[config.mk]
export PLATFORM = sky130hd
export DESIGN_NAME = video_memory_output_port
export DESIGN_NICKNAME = d
export VERILOG_FILES = /design/src/vmop_pkg.sv /design/src/vmop_sync.sv /design/src/vmop_fifo.sv /design/src/video_memory_output_port.sv
export SDC_FILE = /design/constraint.sdc
export NUM_CORES = 1
export LEC_CHECK = 0
export ABC_AREA = 1
export BUFFER_PORTS_ARGS = -buffer_cell sky130_fd_sc_hd__buf_2
export CAP_MARGIN = 20
export CORE_AREA = 2 2 238 240
export CTS_CLUSTER_DIAMETER = 200
export DETAILED_ROUTE_END_ITERATION = 10
export DIE_AREA = 0 0 240 242
export SYNTH_ARGS = -nofsm -noshare
export SYNTH_HDL_FRONTEND = slang
export SYNTH_SLANG_ARGS = --single-unit
[constraint.sdc]
create_clock -name core_clk -period 2.7 [get_ports core_clk]
set_clock_uncertainty 0.1 [all_clocks]
set_input_delay 0.54 -clock core_clk [delete_from_list [all_inputs] [get_ports core_clk]]
set_output_delay 0.54 -clock core_clk [all_outputs]
set_load 0.02 [all_outputs]
[src/vmop_pkg.sv]
// Purpose: Shared constants for the video memory output port.
// Assumes: Core clock core_clk at 125 MHz.
// Notes:   Formats and timing counts used by the port and its helpers.
package vmop_pkg;
  localparam int          DATA_W        = 32;
  localparam int          FIFO_DEPTH    = 16;
  localparam int          HALF_LEVEL    = 8;
  localparam int          PTR_W         = 4;
  localparam int          CNT_W         = 5;
  localparam int          POS_W         = 11;
  localparam int          CLK_PERIOD_NS = 8;
  localparam int          HOLD_TICKS    = 2;
  localparam int          PULSE_TICKS   = 4;
  localparam logic [31:0] FILL_PIXEL    = 32'h0000_0000;
  localparam logic [1:0]  FMT_RGB555    = 2'h0;
  localparam logic [1:0]  FMT_YUV32     = 2'h1;
  localparam logic [1:0]  FMT_YUV16     = 2'h2;
  localparam logic [1:0]  FMT_MONO      = 2'h3;
  localparam int          KEY_BIT_POS   = 7;

  typedef enum logic [2:0] {
    inc_idle  = 3'b000,
    inc_pulse = 3'b001,
    inc_hold  = 3'b011,
    inc_gap   = 3'b010,
    inc_extra = 3'b110
  } inc_state_e;
endpackage : vmop_pkg

[src/vmop_sync.sv]
// Purpose: Two flip-flop synchroniser for one level.
// Assumes: Input comes from outside the core_clk domain.
// Notes:   The first stage feeds only the second stage.
`timescale 1ns/1ps
`default_nettype none
module vmop_sync #(
  parameter logic INIT = 1'b0 // level shown during reset
) (
  input  wire logic core_clk, // core clock
  input  wire logic rst_b,    // async reset, active low
  input  wire logic async_in, // unsynchronised level
  output logic      sync_out  // synchronised level
);
  logic meta;

  always_ff @(posedge core_clk or negedge rst_b) begin
    if (!rst_b) begin
      meta     <= INIT;
      sync_out <= INIT;
    end else begin
      meta     <= async_in;
      sync_out <= meta;
    end
  end
endmodule : vmop_sync
`default_nettype wire

[src/vmop_fifo.sv]
// Purpose: Output word FIFO with level count.
// Assumes: Writes while full and reads while empty are refused.
// Notes:   Depth must be a power of two.
`timescale 1ns/1ps
`default_nettype none
module vmop_fifo #(
  parameter int WIDTH = 32,
  parameter int DEPTH = 16,
  parameter int AW    = 4
) (
  input  wire logic             core_clk, // core clock
  input  wire logic             rst_b,    // async reset, active low
  input  wire logic             wr_valid, // write request
  output logic                  wr_ready, // not full
  input  wire logic [WIDTH-1:0] wr_data,  // word to store
  input  wire logic             rd_en,    // pop one word
  output logic                  rd_valid, // not empty
  output logic      [WIDTH-1:0] rd_data,  // oldest word
  output logic      [AW:0]      level     // words stored
);
  logic [WIDTH-1:0] mem [DEPTH];
  logic [AW-1:0]    wr_ptr;
  logic [AW-1:0]    rd_ptr;
  logic             do_wr;
  logic             do_rd;

  assign wr_ready = (level != (AW+1)'(DEPTH));
  assign rd_valid = (level != '0);
  assign do_wr    = wr_valid && wr_ready;
  assign do_rd    = rd_en && rd_valid;
  assign rd_data  = mem[rd_ptr];

  always_ff @(posedge core_clk) begin
    if (do_wr) begin
      mem[wr_ptr] <= wr_data;
    end
  end

  always_ff @(posedge core_clk or negedge rst_b) begin
    if (!rst_b) begin
      wr_ptr <= '0;
      rd_ptr <= '0;
      level  <= '0;
    end else begin
      if (do_wr) begin
        wr_ptr <= wr_ptr + 1'b1;
      end
      if (do_rd) begin
        rd_ptr <= rd_ptr + 1'b1;
      end
      case ({do_wr, do_rd})
        2'b10:   level <= level + 1'b1;
        2'b01:   level <= level - 1'b1;
        default: level <= level;
      endcase
    end
  end
endmodule : vmop_fifo
`default_nettype wire

[src/video_memory_output_port.sv]
// Purpose: Output port of a video scaler towards an external frame memory.
// Assumes: core_clk is the line-locked clock domain; one pix_tick per pixel.
// Notes:   Burst and transparent transfer modes, address increment strobe.
// Notes on behaviour
// - Select bit low runs the asynchronous burst mode for every format.
// - Half-full flag high while the FIFO holds eight or more words.
// - In burst mode leftover pixels at line end are padded up to half full.
// - Strobe rising with flag high means end of line.
// - Strobe rising with flag low means end of field or frame.
// - Strobe sequence depends on field format and field control bits.
// - Burst mode presents a new word at each memory clock rise.
// - In burst mode the data bus is driven only while output enable low is low.
// - Memory clock pulses with enable high still advance the FIFO.
// - Select bit high drives a continuous clock and streams data.
// - Transparent mode uses the extended output formats.
// - Transparent mode carries the key bit inside the lower byte.
// - Field output follows the internal odd/even field state.
// - Vertical sync active level follows its polarity bit.
// - Horizontal gate is high from window start to start plus size.
// - Pixel qualifier active level follows its polarity bit.
// - Interlaced output gives two sequences per line if field control bit 1 is set, one extra at odd if bit 0 is set.
// - Flag stays stable at least two line clocks after the strobe.
// - Sleep while the clock selection points at an inactive input.
// - Scaling resumes when the routing again selects an active clock.
`timescale 1ns/1ps
`default_nettype none
module video_memory_output_port
  import vmop_pkg::*;
#(
  parameter int FIFO_DEPTH_P = vmop_pkg::FIFO_DEPTH
) (
  input  wire logic                        core_clk,               // core clock
  input  wire logic                        rst_b,                  // reset
  input  wire logic                        pix_tick,               // pixel enable
  input  wire logic                        transfer_timing_select, // 1 = sync
  input  wire logic                        extended_format_select, // ext
  input  wire logic [1:0]                  format_select,          // format
  input  wire logic                        output_field_ctrl_1,    // field ctl
  input  wire logic                        output_field_ctrl_0,    // field ctl
  input  wire logic                        interlaced,             // interlace
  input  wire logic                        vsync_polarity_bit,     // vs pol
  input  wire logic                        qualifier_polarity_bit, // q pol
  input  wire logic [vmop_pkg::POS_W-1:0]  window_start_position,  // h start
  input  wire logic [vmop_pkg::POS_W-1:0]  window_size,            // h size
  input  wire logic                        clock_source_route,     // route
  input  wire logic                        clock_select_bit,       // select
  input  wire logic                        alt_clock_active,       // alt clk
  input  wire logic                        io_clock_active,        // io clk
  input  wire logic                        pix_valid,              // pixel in
  output logic                             pix_ready,              // can take
  input  wire logic [vmop_pkg::DATA_W-1:0] pix_data,               // pixel word
  input  wire logic                        key_bit,                // key bit
  input  wire logic                        line_end,               // line end
  input  wire logic                        field_end,              // field end
  input  wire logic                        odd_field,              // field
  input  wire logic                        vsync_int,              // vsync
  input  wire logic [vmop_pkg::POS_W-1:0]  h_position,             // h count
  input  wire logic                        memory_side_clock_i,    // clk pin in
  output logic                             memory_side_clock_o,    // clk out
  output logic                             memory_side_clock_oe,   // clk drive
  input  wire logic                        output_enable_n,        // bus oe_n
  output logic [vmop_pkg::DATA_W-1:0]      output_data_bus,        // data out
  output logic                             output_data_oe,         // bus drive
  output logic                             half_full_flag,         // request
  output logic                             address_increment_strobe, // inc
  output logic                             field_output,           // field
  output logic                             vertical_sync_output,   // vsync
  output logic                             horizontal_gate_output, // h gate
  output logic                             pixel_qualifier_output, // qualifier
  output logic                             scaler_sleep            // sleep
);
  import vmop_pkg::*;

  localparam int AW = $clog2(FIFO_DEPTH_P);

  logic              mclk_s;
  logic              oen_s;
  logic              mclk_d;
  logic              mclk_rise;
  logic              burst_mode;
  logic              fifo_wr;
  logic              fifo_wr_rdy;
  logic [DATA_W-1:0] fifo_wdata;
  logic              fifo_rd;
  logic              fifo_rvalid;
  logic [DATA_W-1:0] fifo_rdata;
  logic [AW:0]       level;
  logic              padding;
  logic              flag_raw;
  logic [1:0]        hold_cnt;
  logic [2:0]        pulse_cnt;
  logic [1:0]        seq_left;
  logic              seq_is_field;
  logic              extra_pending;
  logic              qual;
  logic [DATA_W-1:0] fmt_word;
  inc_state_e        inc_state;
  logic [POS_W:0]    win_end;

  function automatic logic [DATA_W-1:0] put_key(input logic [DATA_W-1:0] w,
                                                input logic k);
    logic [DATA_W-1:0] r;
    r = w;
    r[KEY_BIT_POS] = k;
    return r;
  endfunction : put_key

  vmop_sync u_sync_mclk (
    .core_clk (core_clk),
    .rst_b    (rst_b),
    .async_in (memory_side_clock_i),
    .sync_out (mclk_s)
  );

  vmop_sync #(.INIT(1'b1)) u_sync_oen (
    .core_clk (core_clk),
    .rst_b    (rst_b),
    .async_in (output_enable_n),
    .sync_out (oen_s)
  );

  assign burst_mode = !transfer_timing_select;

  // Sleep when the selected scaler clock input is inactive.
  // Selecting an active input again clears it and scaling resumes.
  assign scaler_sleep = clock_select_bit &&
                        (clock_source_route ? !io_clock_active
                                            : !alt_clock_active);

  always_ff @(posedge core_clk or negedge rst_b) begin
    if (!rst_b) begin
      mclk_d <= 1'b0;
    end else begin
      mclk_d <= mclk_s;
    end
  end
  assign mclk_rise = mclk_s && !mclk_d;

  // Extended formats are forced in transparent mode.
  always_comb begin
    fmt_word = pix_data;
    if ((transfer_timing_select || extended_format_select) &&
        format_select == FMT_MONO) begin
      fmt_word[23:16] = pix_data[31:24];
    end
    if (transfer_timing_select) begin
      fmt_word = put_key(fmt_word, key_bit);
    end
  end

  // Padding inserts fill words; the scaler is stalled meanwhile.
  assign fifo_wr    = padding ? 1'b1 : (pix_valid && !scaler_sleep);
  assign fifo_wdata = padding ? FILL_PIXEL : fmt_word;
  assign pix_ready  = fifo_wr_rdy && !padding && !scaler_sleep;
  // Enable high does not block the read: pulses still advance.
  assign fifo_rd    = burst_mode ? mclk_rise : pix_tick;

  vmop_fifo #(
    .WIDTH (DATA_W),
    .DEPTH (FIFO_DEPTH_P),
    .AW    (AW)
  ) u_fifo (
    .core_clk (core_clk),
    .rst_b    (rst_b),
    .wr_valid (fifo_wr),
    .wr_ready (fifo_wr_rdy),
    .wr_data  (fifo_wdata),
    .rd_en    (fifo_rd),
    .rd_valid (fifo_rvalid),
    .rd_data  (fifo_rdata),
    .level    (level)
  );

  // In burst mode, pad a partly filled FIFO at line end up to the half level.
  always_ff @(posedge core_clk or negedge rst_b) begin
    if (!rst_b) begin
      padding <= 1'b0;
    end else if (padding) begin
      if (level >= (AW+1)'(HALF_LEVEL - 1)) begin
        padding <= 1'b0;
      end
    end else if (burst_mode && line_end && level != '0 &&
                 level < (AW+1)'(HALF_LEVEL)) begin
      padding <= 1'b1;
    end
  end

  assign flag_raw = (level >= (AW+1)'(HALF_LEVEL));

  // The flag is frozen for two line clocks after each strobe rise so
  // the controller samples a stable end-of-line or end-of-field code.
  always_ff @(posedge core_clk or negedge rst_b) begin
    if (!rst_b) begin
      half_full_flag <= 1'b0;
      hold_cnt       <= 2'h0;
    end else if (hold_cnt != 2'h0) begin
      if (pix_tick) begin
        hold_cnt <= hold_cnt - 2'h1;
      end
    end else if (inc_state == inc_pulse && pulse_cnt == 3'h0) begin
      half_full_flag <= !seq_is_field;
      hold_cnt       <= 2'(HOLD_TICKS);
    end else begin
      half_full_flag <= flag_raw;
    end
  end

  // Strobe sequencer: line ends met with flag_raw low and no padding under way give one sequence, or two if interlaced with output_field_ctrl_1 set;
  // field ends give one, plus one extra at the start of an odd field if interlaced with output_field_ctrl_0 set.
  always_ff @(posedge core_clk or negedge rst_b) begin
    if (!rst_b) begin
      inc_state     <= inc_idle;
      pulse_cnt     <= 3'h0;
      seq_left      <= 2'h0;
      seq_is_field  <= 1'b0;
      extra_pending <= 1'b0;
      address_increment_strobe <= 1'b0;
    end else begin
      case (inc_state)
        inc_idle: begin
          address_increment_strobe <= 1'b0;
          if (field_end) begin
            seq_is_field  <= 1'b1;
            seq_left      <= 2'h1;
            extra_pending <= interlaced && output_field_ctrl_0 &&
                             !odd_field;
            inc_state     <= inc_pulse;
            pulse_cnt     <= 3'h0;
          end else if (line_end && !flag_raw && !padding) begin
            seq_is_field <= 1'b0;
            seq_left     <= (interlaced && output_field_ctrl_1) ?
                            2'h2 : 2'h1;
            inc_state    <= inc_pulse;
            pulse_cnt    <= 3'h0;
          end
        end
        inc_pulse: begin
          address_increment_strobe <= 1'b1;
          if (pix_tick) begin
            pulse_cnt <= pulse_cnt + 3'h1;
          end
          if (pulse_cnt == 3'(PULSE_TICKS)) begin
            inc_state <= inc_hold;
            seq_left  <= seq_left - 2'h1;
          end
        end
        inc_hold: begin
          address_increment_strobe <= 1'b0;
          if (hold_cnt == 2'h0) begin
            inc_state <= inc_gap;
          end
        end
        inc_gap: begin
          pulse_cnt <= 3'h0;
          if (seq_left != 2'h0) begin
            inc_state <= inc_pulse;
          end else if (extra_pending) begin
            inc_state <= inc_extra;
          end else begin
            inc_state <= inc_idle;
          end
        end
        inc_extra: begin
          extra_pending <= 1'b0;
          seq_is_field  <= 1'b0;
          seq_left      <= 2'h1;
          inc_state     <= inc_pulse;
        end
        default: begin
          inc_state <= inc_idle;
          address_increment_strobe <= 1'b0;
        end
      endcase
    end
  end

  // Data register; in burst mode the pin driver is released while enable is high.
  always_ff @(posedge core_clk or negedge rst_b) begin
    if (!rst_b) begin
      output_data_bus <= '0;
    end else if (fifo_rd && fifo_rvalid) begin
      output_data_bus <= fifo_rdata;
    end
  end
  assign output_data_oe = burst_mode ? !oen_s : 1'b1;

  // Transparent mode drives a line rate clock; burst mode takes it in.
  always_ff @(posedge core_clk or negedge rst_b) begin
    if (!rst_b) begin
      memory_side_clock_o <= 1'b0;
    end else if (pix_tick) begin
      memory_side_clock_o <= 1'b1;
    end else begin
      memory_side_clock_o <= 1'b0;
    end
  end
  assign memory_side_clock_oe = transfer_timing_select;

  assign win_end = {1'b0, window_start_position} + {1'b0, window_size};
  assign qual    = fifo_rvalid && !scaler_sleep;

  always_ff @(posedge core_clk or negedge rst_b) begin
    if (!rst_b) begin
      field_output           <= 1'b0;
      vertical_sync_output   <= 1'b0;
      horizontal_gate_output <= 1'b0;
      pixel_qualifier_output <= 1'b0;
    end else begin
      field_output           <= odd_field;
      vertical_sync_output   <= vsync_int ^ !vsync_polarity_bit;
      horizontal_gate_output <= ({1'b0, h_position} >=
                                 {1'b0, window_start_position}) &&
                                ({1'b0, h_position} < win_end);
      pixel_qualifier_output <= qual ^ !qualifier_polarity_bit;
    end
  end
endmodule : video_memory_output_port
`default_nettype wire

; Word-level counts from Yosys, hierarchy flattened
; Memory sizes are Yosys's and may differ from the RTL's. A register that Yosys moved wholly into a read port is not among the register bits.
; Index checks and enable logic that the tools add are counted.
; Widths: inputs -> output; s select.
[word_totals]
ramBits = 512
register_bits = 38
in_bits = 89
wordCells = 144
mem_count = 1
out_inout_bits = 43
[memory_table]
columns = name, words, word_bits, rd, rd_ports_with_merged_regs, write_ports, line
row1 = u_fifo.mem, 16, 32, 1, 1, 1, vmop_fifo.sv:21  ; logic [WIDTH-1:0] mem [DEPTH];
[op_classes]
add_sub_neg = 8
mux = 40
eq_ne = 15
reduce_logical = 51
order_cmp = 5
bitwise = 2
[op_table]
columns = op, n
row1 = $mux 32, 1
row2 = $mux 3, 9
row3 = $logic_and 1x1->1, 19
row4 = $mux 8, 2
row5 = $pmux 3 s5, 1
row6 = $mux 1, 14
row7 = $mux 2, 7
row8 = $logic_not 1->1, 13
row9 = $add 11x11->12, 1
row10 = $lt 11x12->1, 1
row11 = $ge 11x11->1, 1
row12 = $pmux 5 s2, 1
row13 = $reduce_bool 2->1, 5
row14 = $pmux 3 s3, 1
row15 = $reduce_and 3->1, 3
row16 = $add 4x1->4 const B, 2
row17 = $ne 2x2->1 const B, 4
row18 = $eq 3x2->1 const B, 2
row19 = $eq 3x3->1 const B, 2
row20 = $logic_not 3->1, 2
row21 = $pmux 1 s2, 3
row22 = $pmux 2 s3, 1
row23 = $reduce_and 2->1, 3
row24 = $reduce_bool 3->1, 2
row25 = other kinds (18), 21

; Logic depth before layout (Yosys ltp)
; Gate-level depths: netlist of run 1.
[depth]
word_depth = 9
depth_mapped = 17
ltp_nobuf = 17

; Cells and area by module
; Synthesis of run 1 repeated with hierarchy kept, for this count alone.
[unflattened]
cells_unflattened = 2552
hier_area_um2 = 26061.2
[by_module_without_submodules]
columns = mod, cells_each, n_inst, seq_area_each_um2, area_per_inst_um2
row1 = vmop_fifo, 2111, 1, 15700.1, 22180.0
row2 = video_memory_output_port, 437, 1, 1326.3, 3778.6
row3 = vmop_sync at u_sync_oen, 2, 1, 52.6, 52.6
row4 = vmop_sync at u_sync_mclk, 2, 1, 50.0, 50.0

; Worst setup path before layout of run 1
; No wires, ideal clock.
[synth_timing]
path_type = in2reg
startpoint = in alt_clock_active
endpoint = mem u_fifo.mem[0][0], enable pin
arrival_time_ns = 2.672
n_path_buf = 0
required_ns = 2.179
setup_ns = 0.421
stages = 10
setup_slack_ns = -0.493
cell_sequence = inv_1 -> nor2_1 -> nor2_1 -> inv_1 -> nand2_1 -> nand2_1 -> nand2_2 -> inv_1 -> nand2_1 -> nor2_1
[synth_via]
elab_chain_len = 9
[synth_rtl]
columns = element, line
row1 = "start, declared", video_memory_output_port.sv:47  ; input wire logic alt_clock_active,
row2 = $logic_not 1->1, video_memory_output_port.sv:128  ; : !alt_clock_active);
row3 = $mux 1, video_memory_output_port.sv:127  ; (clock_source_route ? !io_clock_active
row4 = $logic_and 1x1->1, video_memory_output_port.sv:126  ; assign scaler_sleep = clock_select_bit &&
row5 = via scaler_sleep, video_memory_output_port.sv:70  ; output logic scaler_sleep
row6 = $logic_not 1->1, video_memory_output_port.sv:152  ; assign fifo_wr = padding ? 1'b1 : (pix_valid && !scaler_sleep);
row7 = $logic_and 1x1->1, video_memory_output_port.sv:152
row8 = $mux 1, video_memory_output_port.sv:152
row9 = $logic_and 1x1->1, vmop_fifo.sv:29  ; assign do_wr = wr_valid && wr_ready;
row10 = $mux 1, vmop_fifo.sv:34  ; if (do_wr) begin
row11 = $mux 1 (not written as such), vmop_fifo.sv:35  ; mem[wr_ptr] <= wr_data;
row12 = "end, declared", vmop_fifo.sv:21
; The timed path passes the listed nets, and every way through them passes these cells.

; Final worst setup path of run 1
[layout_timing]
startpoint = reg u_fifo.level[1]
endpoint = reg u_fifo.level[4]
[layout_via]
elab_chain_len = 4
elab_cells_between_ends = 10
classes_between = add/sub (2) / eq/ne (3) / mux (1) / reduce/logical (4)
[layout_rtl]
columns = element, line
row1 = "start, declared", vmop_fifo.sv:19  ; output logic [AW:0] level
row2 = "start signal, assigned", vmop_fifo.sv:52  ; 2'b10: level <= level + 1'b1;
row3 = "start signal, assigned", vmop_fifo.sv:53  ; 2'b01: level <= level - 1'b1;
row4 = "start signal, assigned", vmop_fifo.sv:54  ; default: level <= level;
row5 = "parallel branches: the longest is 4 deep, another holds $sub 5x1->5", --
; Parallel ways; which one is timed is not known.
; A chain may end at the register's enable or synchronous reset.

==> results.txt, run 1 <==
status -> finished, final reports clean
Clock Tree Buf Depth -> 3
synthesized net count -> 2318
Synth Register Bits -> 582
f_max -> 402 MHz
Via-to-Cell Ratio -> 5.35
FFs w/ async S/R, synth -> 12.0%
number of global-route vias before repair -> 16600
largest cells by area after synthesis -> edfxtp_1 62%, nand2_1 10%, nand3_1 8.1%, dfrtp_1 6.9%, ha_1 2.3%
cell taking the most area after synthesis -> edfxtp_1
Final period util -> 92.0%
Tot GR Track Use -> 22.0%
syn_area_per_cell -> 11.4 um^2
io pins -> 132
pre-CTS setup slack -> -0.0451 ns
Yosys warnings -> 0
final setup fails -> 0
Core Util, Final -> 51.6%
Period minus WS final -> 2.48 ns
Slew Limit Headroom -> 31.3%
Clock Root Buffer -> clkbuf_16
main combinational cell family by area after synthesis -> simple AND/OR/NAND/NOR gates
Die W -> 240 um
# clock sinks -> 582
initial antenna violation count -> 0
CP required -> 3.10 ns
initial core utilization -> 44.5%
diode count -> 0
Placer Congestion -> 0.826
Clk pin slew, worst setup/hold paths -> 0.06 ns
drt initial violations -> 1438
Die Y -> 242 um
non-filler instance count after layout -> 3155
first-pass GRT wire length -> 96900 um
area delta synth->final -> 16.0%
Detailed Route WL -> 64100 um
worst slew pin tran -> 1.03 ns
Mapped Cells -> 2181
Min Hold Slack -> 0.0901 ns
placed cells -> 3032
DP Wirelength -> 33900 um
htree depth -> 2
Leak -> 11.1 nW
min setup slack post-route -> 0.215 ns
Post-Synth Simple-Gate Area -> 19.8%
grt ovf -> 0
Max FO, Critical Path -> 5
Routed Antenna Nets -> 0
# fillers -> 4864
P per Cell Area -> 1030 nW/um^2
Distinct cells, synth -> 39
Vias -> 16900
CTS tree -> built
xor-xnor portion of the synthesized cell area -> 0.635%
CP dominant cell by count -> nand2_1
Adder-Cell Fraction of Synth Area -> 2.48%
Yosys top cell area share -> 61.9%
slowest stage delay, CP -> 0.43 ns
max-slew violations -> 0
mux cell area share after synthesis -> 0%
RSZ-0062 raised after global routing -> false
mapped cell area -> 24800 um^2
Crit. End Element -> flop
core area -> 55700 um^2
worst vdd ir -> 0.922 mV
final hold vios -> 0
port buffer count -> 131
fraction of layout cells with a size suffix above 1 -> 13.8%
slowest CP cell -> dfrtp_1
Worst-Skew Late Latency -> 0.63 ns
post-synthesis compound-gate area fraction -> 3.69%
largest net degree at the start of global routing -> 131
setup TNS -> 0 ns
DRC viols -> 0
predominant post-synthesis flop cell -> edfxtp_1
Placement Rows -> 87
arrival time worst endpoint -> 2.88 ns
Tightest Hold Check Type -> in -> reg
crit path cell chain -> nor4_4 -> nand2_1 -> nand2_2 -> ha_2 -> inv_1 -> fa_1 -> inv_1 -> nand2_1 -> nand2_1 -> a21oi_1 -> xor2_1 -> nand2_1 -> o21ai_0
Routed wire per std cell -> 20.3 um
critical path class -> reg -> reg
Pre-Repair DR Iteration Count -> 5
total CTS buffers -> 61
Post-synth EDFFs -> 512
Die Area -> 58100 um^2
max cap viols -> 0
Nets -> 2484
Worst setup SP type -> flop
sequential share of the synthesized area -> 69.0%
-- per-layer routing --
layer	vias to the layer above	wire length (um)	global-route usage, %
li1	7934	-	-
met1	8249	27700	30.1
met2	580	30900	36.6
met3	115	3870	2.75
met4	0	1700	7.25
met5	-	0	0
-- metrics by stage --
step           area, um^2  total power, mW
6_report            28800             29.6
5_1_grt             28800             31.3
4_1_cts             28800             29.8
3_5_place_dp        26800             21.7
3_3_place_gp        26800             21.6
2_1_floorplan       24800             18.6
-- area by class of cell --
class                   instances  area, um^2  area share (%)
repair buffers                220        1720            5.98
clock inverters                26         215           0.748
flip-flops and latches        582       17100            59.6
inverters                      86         333            1.16
clock buffers                  89        1700            5.92
multi-input cells            1396        6720            23.4
well taps                     756         946            3.29
-- cells in the mapped netlist, types with 3 or more instances --
master,count
o211ai_1,3
inv_1,82
nand2_1,665
buf_1,10
nand3_1,403
buf_6,29
ha_1,46
a21oi_1,97
buf_4,8
xnor2_1,7
edfxtp_1,512
nand4_1,4
nor2_1,69
o21ai_0,29
nor3_1,3
o21ai_1,36
xor2_1,11
dfrtp_1,68
clkbuf_1,10
buf_2,60
o21a_1,3
-- layout by cell type, fill, tap and decap left out, drive strengths merged, types with 7 or more instances in the layout --
| cell | count |
|---|---|
| a21oi | 97 |
| buf | 212 |
| clkbuf | 89 |
| clkinv | 20 |
| dfrtp | 68 |
| dlygate4sd3 | 8 |
| edfxtp | 512 |
| ha | 46 |
| inv | 88 |
| nand2 | 668 |
| nand3 | 403 |
| nor2 | 71 |
| o21ai | 65 |
| xnor2 | 7 |
| xor2 | 11 |
-- sequential cells by signal, summed over array words and instances, names as in the netlist, 2 cells and up --
register	flops
hold_cnt	2
inc_state	3
output_data_bus	32
pulse_cnt	3
seq_left	2
u_fifo.level	5
u_fifo.mem	512
u_fifo.rd_ptr	4
u_fifo.wr_ptr	4
-- worst max-delay path: cells and delay by family (launching register included) --
kind	cells	cell delay (ns)
buf+inv	2	0.15
simple gates	6	0.81
compound gates	2	0.13
flops	1	0.43
xor+xnor	1	0.14
fa+ha+maj	2	0.62
-- power breakdown --
group	switching [mW]	internal [mW]
clock network	3.42	4.65
logic	6.99	3.01
registers	0.411	11.2
-- timing repair --
item                                   4_1_cts  5_1_grt
endpoints found under the hold margin       28        0
setup endpoints to repair                    0        1
resized for setup                            0        1
hold buffers                                 8        0
setup buffers                                0        0
-- cells by family after synthesis --
logic type               count (synthesis)
adder cells (fa/ha/maj)                 48
AND/OR/NAND/NOR                       1154
buffers and inverters                  203
flip-flops                             582
AO/OA/AOI/OAI                          176
XOR/XNOR                                18
-- final timing paths --
path                                     start              endpoint  slack, ns  cells after the start
setup / recovery               u_fifo.level[1]       u_fifo.level[4]       0.22                     13
hold / removal             output_field_ctrl_0         extra_pending       0.09                      3
setup reg to reg               u_fifo.level[1]       u_fifo.level[4]       0.22                     13
hold reg to reg               u_sync_mclk.meta  u_sync_mclk.sync_out       0.25                      0
max in group asynchronous                rst_b       u_sync_oen.meta       1.51                      3
min in group asynchronous                rst_b   output_data_bus[15]       0.30                      2
Power figures use the tool's default switching activity.
==> run 2: changes to the inputs <==
--- a/config.mk
+++ b/config.mk
@@ -8,10 +8,11 @@
 export ABC_AREA = 1
 export BUFFER_PORTS_ARGS = -buffer_cell sky130_fd_sc_hd__buf_2
 export CAP_MARGIN = 20
-export CORE_AREA = 2 2 238 240
+export CORE_AREA = 2 2 244 246
 export CTS_CLUSTER_DIAMETER = 200
 export DETAILED_ROUTE_END_ITERATION = 10
-export DIE_AREA = 0 0 240 242
+export DIE_AREA = 0 0 246 248
 export SYNTH_ARGS = -nofsm -noshare
 export SYNTH_HDL_FRONTEND = slang
+export SYNTH_HIERARCHICAL = 1
 export SYNTH_SLANG_ARGS = --single-unit
==> run 2 against run 1 <==
Against the previous run:
- core utilization is 0.49 points higher
- first-iteration DRC count decreased by 2.7%
- power increased by 6.1%
- clock power increased by 3.5%
- non-clock buffer count grew 16
- wire length is essentially flat
- critical path depth down 8
- area after synthesis grew 5.0%
- critical path type is now reg -> out
- highest routed layer unchanged
==> results.txt, run 2 <==
status -> finished, final reports clean (unchanged)
largest cells by area after synthesis -> edfxtp_1 59%, nand2_1 13%, dfrtp_1 6.5%, nand3_1 4.1%, inv_1 4.0% (was edfxtp_1 62%, nand2_1 10%, nand3_1 8.1%, dfrtp_1 6.9%, ha_1 2.3%)
# fillers -> 5273 (was 4864)
Clock Root Buffer -> clkbuf_16 (unchanged)
Placer Congestion -> 0.799 (was 0.826)
worst vdd ir -> 0.690 mV (was 0.922 mV)
Worst-Skew Late Latency -> 0.63 ns (about the same)
# clock sinks -> 582 (unchanged)
critical path class -> reg -> out (was reg -> reg)
synthesized net count -> 2689 (was 2318)
CP required -> 2.06 ns (was 3.10 ns)
final setup fails -> 0 (unchanged)
most common cell after layout, fill and taps aside -> nand2_1 (unchanged)
crit path cell chain -> inv_1 -> buf_4 -> nand2_1 -> nor2_1 -> buf_2 (was nor4_4 -> nand2_1 -> nand2_2 -> ha_2 -> inv_1 -> fa_1 -> inv_1 -> nand2_1 -> nand2_1 -> a21oi_1 -> xor2_1 -> nand2_1 -> o21ai_0)
Slew Limit Headroom -> 33.9% (was 31.3%)
Top reg by flops -> u_fifo/mem (was u_fifo.mem)
final hold vios -> 0 (unchanged)
cell taking the most area after synthesis -> edfxtp_1 (unchanged)
grt peak-use layer -> met2 (unchanged)
Vias -> 17700 (was 16900)
area delta synth->final -> 16.9% (was 16.0%)
GR Util met2 -> 36.5% (was 36.6%)
slowest stage delay, CP -> 0.37 ns (was 0.43 ns)
Pre-Repair DR Iteration Count -> 5 (unchanged)
Routed wire per std cell -> 18.0 um (was 20.3 um)
largest net degree at the start of global routing -> 132 (was 131)
predominant post-synthesis flop cell -> edfxtp_1 (unchanged)
worst slew pin tran -> 0.988 ns (was 1.03 ns)
highest-count cells in the layout ignoring fill and taps -> 907 x nand2_1, 512 x edfxtp_1, 281 x inv_1, 247 x nor2_1, 212 x nand3_1 (was 665 x nand2_1, 512 x edfxtp_1, 403 x nand3_1, 130 x buf_2, 97 x a21oi_1)
Synth Register Bits -> 582 (unchanged)
FFs w/ async S/R, synth -> 12.0% (unchanged)
max-slew violations -> 0 (unchanged)
core area -> 58500 um^2 (was 55700 um^2)
sequential share of the synthesized area -> 65.7% (was 69.0%)
Tot Pwr -> 31.4 mW (was 29.6 mW)
pre-CTS setup slack -> -0.0917 ns (was -0.0451 ns)
max FFs per register -> 512 (unchanged)
post-CTS sizing -> 0 (unchanged)
Die Y -> 248 um (was 242 um)
number of global-route vias before repair -> 17100 (was 16600)
Placement Rows -> 89 (was 87)
Crit. End Element -> output pin (was flop)
top-count cell post-synth -> nand2_1 (unchanged)
io pins -> 132 (unchanged)
RSZ-0062 raised after global routing -> false (unchanged)
Crit path buffers/inverters -> 3 (was 2)
Max FO, Critical Path -> 9 (was 5)
syn_area_per_cell -> 10.2 um^2 (was 11.4 um^2)
Leak -> 13.2 nW (was 11.1 nW)
Clk pin slew, worst setup/hold paths -> 0.06 ns (about the same)
met3 usage -> 2.82% (was 2.75%)
Min Hold Slack -> 0.0775 ns (was 0.0901 ns)
CTS tree -> built (unchanged)
met1 Use GR -> 27.7% (was 30.1%)
arrival time worst endpoint -> 1.88 ns (was 2.88 ns)
total CTS buffers -> 59 (was 61)
Final period util -> 93.5% (was 92.0%)
synth cell count leaders -> 907 x nand2_1, 512 x edfxtp_1, 281 x inv_1 (was 665 x nand2_1, 512 x edfxtp_1, 403 x nand3_1)
Tightest Hold Check Type -> in -> reg (unchanged)
Post-synth EDFFs -> 512 (unchanged)
Largest delay share family, worst path -> buffers and inverters (was simple AND/OR/NAND/NOR gates)
Period minus WS final -> 2.52 ns (was 2.48 ns)
Yosys top cell area share -> 59.0% (was 61.9%)
biggest regs -> u_fifo/mem x512, output_data_bus x32, u_fifo/level x5 (was u_fifo.mem x512, output_data_bus x32, u_fifo.level x5)
Mapped Cells -> 2552 (was 2181)
max cap viols -> 0 (unchanged)
initial antenna violation count -> 0 (unchanged)
Tot GR Track Use -> 21.1% (was 22.0%)
Via-to-Cell Ratio -> 4.96 (was 5.35)
Clock Tree Buf Depth -> 3 (unchanged)
port buffer count -> 131 (unchanged)
fraction of layout cells with a size suffix above 1 -> 13.9% (was 13.8%)
Distinct cells, synth -> 41 (was 39)
Die Area -> 61000 um^2 (was 58100 um^2)
initial core utilization -> 44.6% (was 44.5%)
Worst setup SP type -> flop (unchanged)
diode count -> 0 (unchanged)
DP Wirelength -> 38000 um (was 33900 um)
Routed Antenna Nets -> 0 (unchanged)
Yosys warnings -> 6 (was 0)
mapped cell area -> 26100 um^2 (was 24800 um^2)
f_max -> 396 MHz (was 402 MHz)
slowest CP cell -> dfrtp_1 (unchanged)
Nets -> 2880 (was 2484)
min setup slack post-route -> 0.175 ns (was 0.215 ns)
drt initial violations -> 1399 (was 1438)
Detailed Route WL -> 64100 um (about the same)
grt ovf -> 0 (unchanged)
P per Cell Area -> 1030 nW/um^2 (about the same)
first-pass GRT wire length -> 98000 um (was 96900 um)
Post-CTS Setup Inserts -> 0 (unchanged)
htree depth -> 2 (unchanged)
DRC viols -> 0 (unchanged)
Die W -> 246 um (was 240 um)
-- run 2: routing by layer --
| layer | up-vias | share of wire [%] |
|---|---|---|
| met5 | - | 0 |
| met1 | 8533 | 44 |
| met4 | 0 | 2.5 |
| met3 | 101 | 4.5 |
| li1 | 8661 | - |
| met2 | 378 | 49 |
-- run 2: metrics by stage --
stage / instances / utilization, % / TNS [ns] / area (um^2)
floorplan: 2552 / - / -211.62 / 26100
global placement: 3444 / 48.6 / -0.0622 / 28400
detailed placement: 3444 / 48.6 / -0.0917 / 28400
CTS: 3563 / 52.1 / 0 / 30500
global route: 3566 / 52.1 / 0 / 30500
finish: 3566 / 52.1 / 0 / 30500
-- run 2: logic make-up (layout without fill, tap and decap cells) --
group	after synthesis	in the layout	synth area share (%)
muxes	32	32	1.81
AOI/OAI and AO/OA	78	78	1.73
buffers and inverters	393	634	6.34
and+or+nand+nor	1401	1401	21.4
DFF	582	582	65.7
adders and majority gates	48	48	2.36
xor gates and xnor gates	18	18	0.605
-- run 2: cell type report --
cell class | instances | area (um^2) | area share [%]
clock buffers | 67 | 1540 | 5.04
clock inverters | 44 | 452 | 1.48
inverters | 287 | 1080 | 3.55
multi-input cells | 1577 | 7400 | 24.3
flip-flops and latches | 582 | 17100 | 56.2
well taps | 773 | 967 | 3.17
repair buffers | 236 | 1900 | 6.25
-- run 2: path summary, 6_finish.rpt --
| path | from | end | slack, ns | depth (start not counted) |
|---|---|---|---|---|
| worst max-delay path | padding | pix_ready | 0.18 | 5 |
| min in group asynchronous | rst_b | output_data_bus[13] | 0.33 | 2 |
| worst min register to register | u_sync_mclk/meta | u_sync_mclk/sync_out | 0.25 | 0 |
| worst min-delay path | output_field_ctrl_0 | extra_pending | 0.08 | 3 |
| max in group asynchronous | rst_b | u_sync_oen/meta | 1.47 | 3 |
| worst max register to register | u_fifo/level[1] | u_fifo/level[4] | 0.28 | 14 |
-- run 2: what timing repair did --
action | CTS | global route
hold endpoints to repair | 31 | 0
setup endpoints to repair | 0 | 0
hold buffers | 8 | 0
-- run 2: worst min-delay path, stage by stage --
cell	delay [ns]
buf_2	0.10
nand2_1	0.06
o31ai_1	0.07
-- run 2: power by group --
group          internal, mW  switching [mW]  leakage, nW  total (mW)
Sequential             11.4           0.478         5.47        11.9
Combinational          3.67            7.49         6.78        11.2
Clock                  4.85            3.50        0.976        8.35
==> run 3: changes to the inputs <==
--- a/config.mk
+++ b/config.mk
@@ -6,7 +6,7 @@
 export NUM_CORES = 1
 export LEC_CHECK = 0
 export ABC_AREA = 1
-export BUFFER_PORTS_ARGS = -buffer_cell sky130_fd_sc_hd__buf_2
+export BUFFER_PORTS_ARGS = -buffer_cell sky130_fd_sc_hd__buf_4
 export CAP_MARGIN = 20
 export CORE_AREA = 2 2 244 246
 export CTS_CLUSTER_DIAMETER = 200
==> run 3 against run 2 <==
Against the previous run:
- combinational power barely moved
- first-iteration DRC count fell by 9.5%
- critical path type is now reg -> reg
- clock power shrank 3.7%
- maximum frequency is 5.6% higher
==> results.txt, run 3 (synthesis gave the netlist of run 2 again) <==
fraction of layout cells with a size suffix above 1 -> 13.6% (was 13.9%)
Worst-Skew Late Latency -> 0.64 ns (was 0.63 ns)
core area -> 58500 um^2 (unchanged)
biggest regs -> u_fifo/mem x512, output_data_bus x32, u_fifo/level x5 (unchanged)
P per Cell Area -> 1020 nW/um^2 (was 1030 nW/um^2)
arrival time worst endpoint -> 2.80 ns (was 1.88 ns)
Crit. End Element -> flop (was output pin)
number of global-route vias before repair -> 17500 (was 17100)
io pins -> 132 (unchanged)
non-filler instance count after layout -> 3568 (was 3566)
grt ovf -> 0 (unchanged)
Final period util -> 88.5% (was 93.5%)
Tot GR Track Use -> 21.6% (was 21.1%)
setup TNS -> 0 ns (unchanged)
Tightest Hold Check Type -> in -> reg (unchanged)
Placement Rows -> 89 (unchanged)
port buffer count -> 131 (unchanged)
Routed Antenna Nets -> 0 (unchanged)
Tot Pwr -> 31.3 mW (was 31.4 mW)
Max FO, Critical Path -> 10 (was 9)
HP Start -> output_field_ctrl_0 (unchanged)
largest net degree at the start of global routing -> 108 (was 132)
most common cell after layout, fill and taps aside -> nand2_1 (unchanged)
DP Wirelength -> 38200 um (was 38000 um)
highest-count cells in the layout ignoring fill and taps -> 907 x nand2_1, 512 x edfxtp_1, 281 x inv_1, 247 x nor2_1, 212 x nand3_1 (unchanged)
htree depth -> 2 (unchanged)
Routed wire per std cell -> 18.3 um (was 18.0 um)
# fillers -> 5097 (was 5273)
Clock Tree Buf Depth -> 3 (unchanged)
max FFs per register -> 512 (unchanged)
f_max -> 418 MHz (was 396 MHz)
Via-to-Cell Ratio -> 4.98 (was 4.96)
Period minus WS final -> 2.39 ns (was 2.52 ns)
total CTS buffers -> 60 (was 59)
RSZ-0062 raised after global routing -> false (unchanged)
Clock Root Buffer -> clkbuf_16 (unchanged)
first-pass GRT wire length -> 99900 um (was 98000 um)
CTS tree -> built (unchanged)
initial core utilization -> 44.6% (unchanged)
reg2reg start -> padding (was u_fifo/level[1])
Die Area -> 61000 um^2 (unchanged)
Vias -> 17800 (was 17700)
max-slew violations -> 0 (unchanged)
Placer Congestion -> 0.813 (was 0.799)
final setup fails -> 0 (unchanged)
max cap viols -> 0 (unchanged)
worst slew pin tran -> 0.993 ns (was 0.988 ns)
Post-CTS Setup Inserts -> 0 (unchanged)
placed cells -> 3446 (was 3444)
area delta synth->final -> 17.7% (was 16.9%)
Crit path buffers/inverters -> 3 (unchanged)
Die Y -> 248 um (unchanged)
drt initial violations -> 1266 (was 1399)
initial antenna violation count -> 1 (was 0)
Leak -> 13.3 nW (was 13.2 nW)
critical path class -> reg -> reg (was reg -> out)
CP required -> 3.11 ns (was 2.06 ns)
Largest delay share family, worst path -> adder cells (was buffers and inverters)
Die W -> 246 um (unchanged)
Clk pin slew, worst setup/hold paths -> 0.06 ns (about the same)
Detailed Route WL -> 65300 um (was 64100 um)
post-CTS sizing -> 0 (unchanged)
Nets -> 2882 (was 2880)
Worst setup SP type -> flop (unchanged)
Pre-Repair DR Iteration Count -> 5 (unchanged)
worst vdd ir -> 0.693 mV (was 0.690 mV)
Top reg by flops -> u_fifo/mem (unchanged)
launch point of the worst path -> padding (unchanged)
DRC viols -> 0 (unchanged)
crit path cell chain -> inv_1 -> nand2_1 -> nand2_1 -> ha_1 -> inv_1 -> fa_1 -> inv_1 -> nand2_1 -> nand2_1 -> nand2_1 -> nand2_1 -> nand2_1 -> nand2_1 -> nand2_1 (was inv_1 -> buf_4 -> nand2_1 -> nor2_1 -> buf_2)
CP dominant cell by count -> nand2_1
# clock sinks -> 582 (unchanged)
Slew Limit Headroom -> 33.6% (was 33.9%)
slowest stage delay, CP -> 0.40 ns (was 0.37 ns)
slowest CP cell -> fa_1 (was dfrtp_1)
status -> finished, final reports clean (unchanged)
final hold vios -> 0 (unchanged)
-- run 3: cell count changes in the layout (fill, tap and decap cells not counted), sizes merged --
cell / delta
buf: +1
bufinv: -5
clkbuf: +15
clkinv: -8
clkinvlp: -2
diode: +2
inv: -1
-- run 3: worst reg2reg max path: stages (launching register included) --
cell	delay (ns)
dfrtp_1	0.37
inv_1	0.30
nand2_1	0.10
nand2_1	0.18
ha_1	0.29
inv_1	0.10
fa_1	0.40
inv_1	0.07
nand2_1	0.04
nand2_1	0.07
nand2_1	0.06
nand2_1	0.05
nand2_1	0.05
nand2_1	0.05
nand2_1	0.04
-- run 3: where the power goes --
group	total (mW)	internal (mW)	switching, mW
sequential	11.9	11.4	0.490
combinational	11.4	3.85	7.51
clock	8.04	4.60	3.44
total	31.3	19.9	11.4
-- run 3: final timing paths --
kind,to,slack (ns),cells after the start
max,u_fifo/level[4],0.31,14
min,extra_pending,0.1,3
max reg2reg,u_fifo/level[4],0.31,14
min reg2reg,u_sync_oen/sync_out,0.26,0
max in group asynchronous,u_sync_oen/sync_out,1.50,3
min in group asynchronous,output_data_bus[11],0.28,2
-- run 3: repair_timing --
item | 4_1_cts | 5_1_grt
endpoints found under the hold margin | 21 | 0
hold buffers | 8 | 0
endpoints found under the setup margin | 0 | 0
-- run 3: per-layer routing --
layer / vias up / GRT usage (%) / part of all wire (%)
li1: 8648 / - / -
met1: 8557 / 28.4 / 43
met4: 0 / 6.97 / 2.7
met2: 456 / 37.2 / 49
met3: 103 / 2.70 / 5.1
met5: - / 0 / 0
-- run 3: layout make-up --
class / instances / area [um^2] / area share (%)
antenna: 2 / 5.00 / 0.0163
clock inverter: 28 / 235 / 0.767
multi-input combinational: 1577 / 7400 / 24.1
inverter: 287 / 1080 / 3.53
sequential: 582 / 17100 / 55.9
clock buffer: 82 / 1680 / 5.46
timing repair buffer: 237 / 2170 / 7.09
tap: 773 / 967 / 3.15
-- run 3: through the flow --
step / util [%] / hold slack (ns) / worst slack, ns / cell area, um^2
3_5_place_dp: 49.0 / 0.245 / -0.0784 / 28700
5_1_grt: 52.5 / 0.0943 / 0.163 / 30700
4_1_cts: 52.4 / 0.0641 / 0.311 / 30700
6_report: 52.5 / 0.0972 / 0.310 / 30700
2_1_floorplan: - / 0.144 / -0.413 / 26100
3_3_place_gp: 49.0 / 0.235 / -0.0967 / 28700
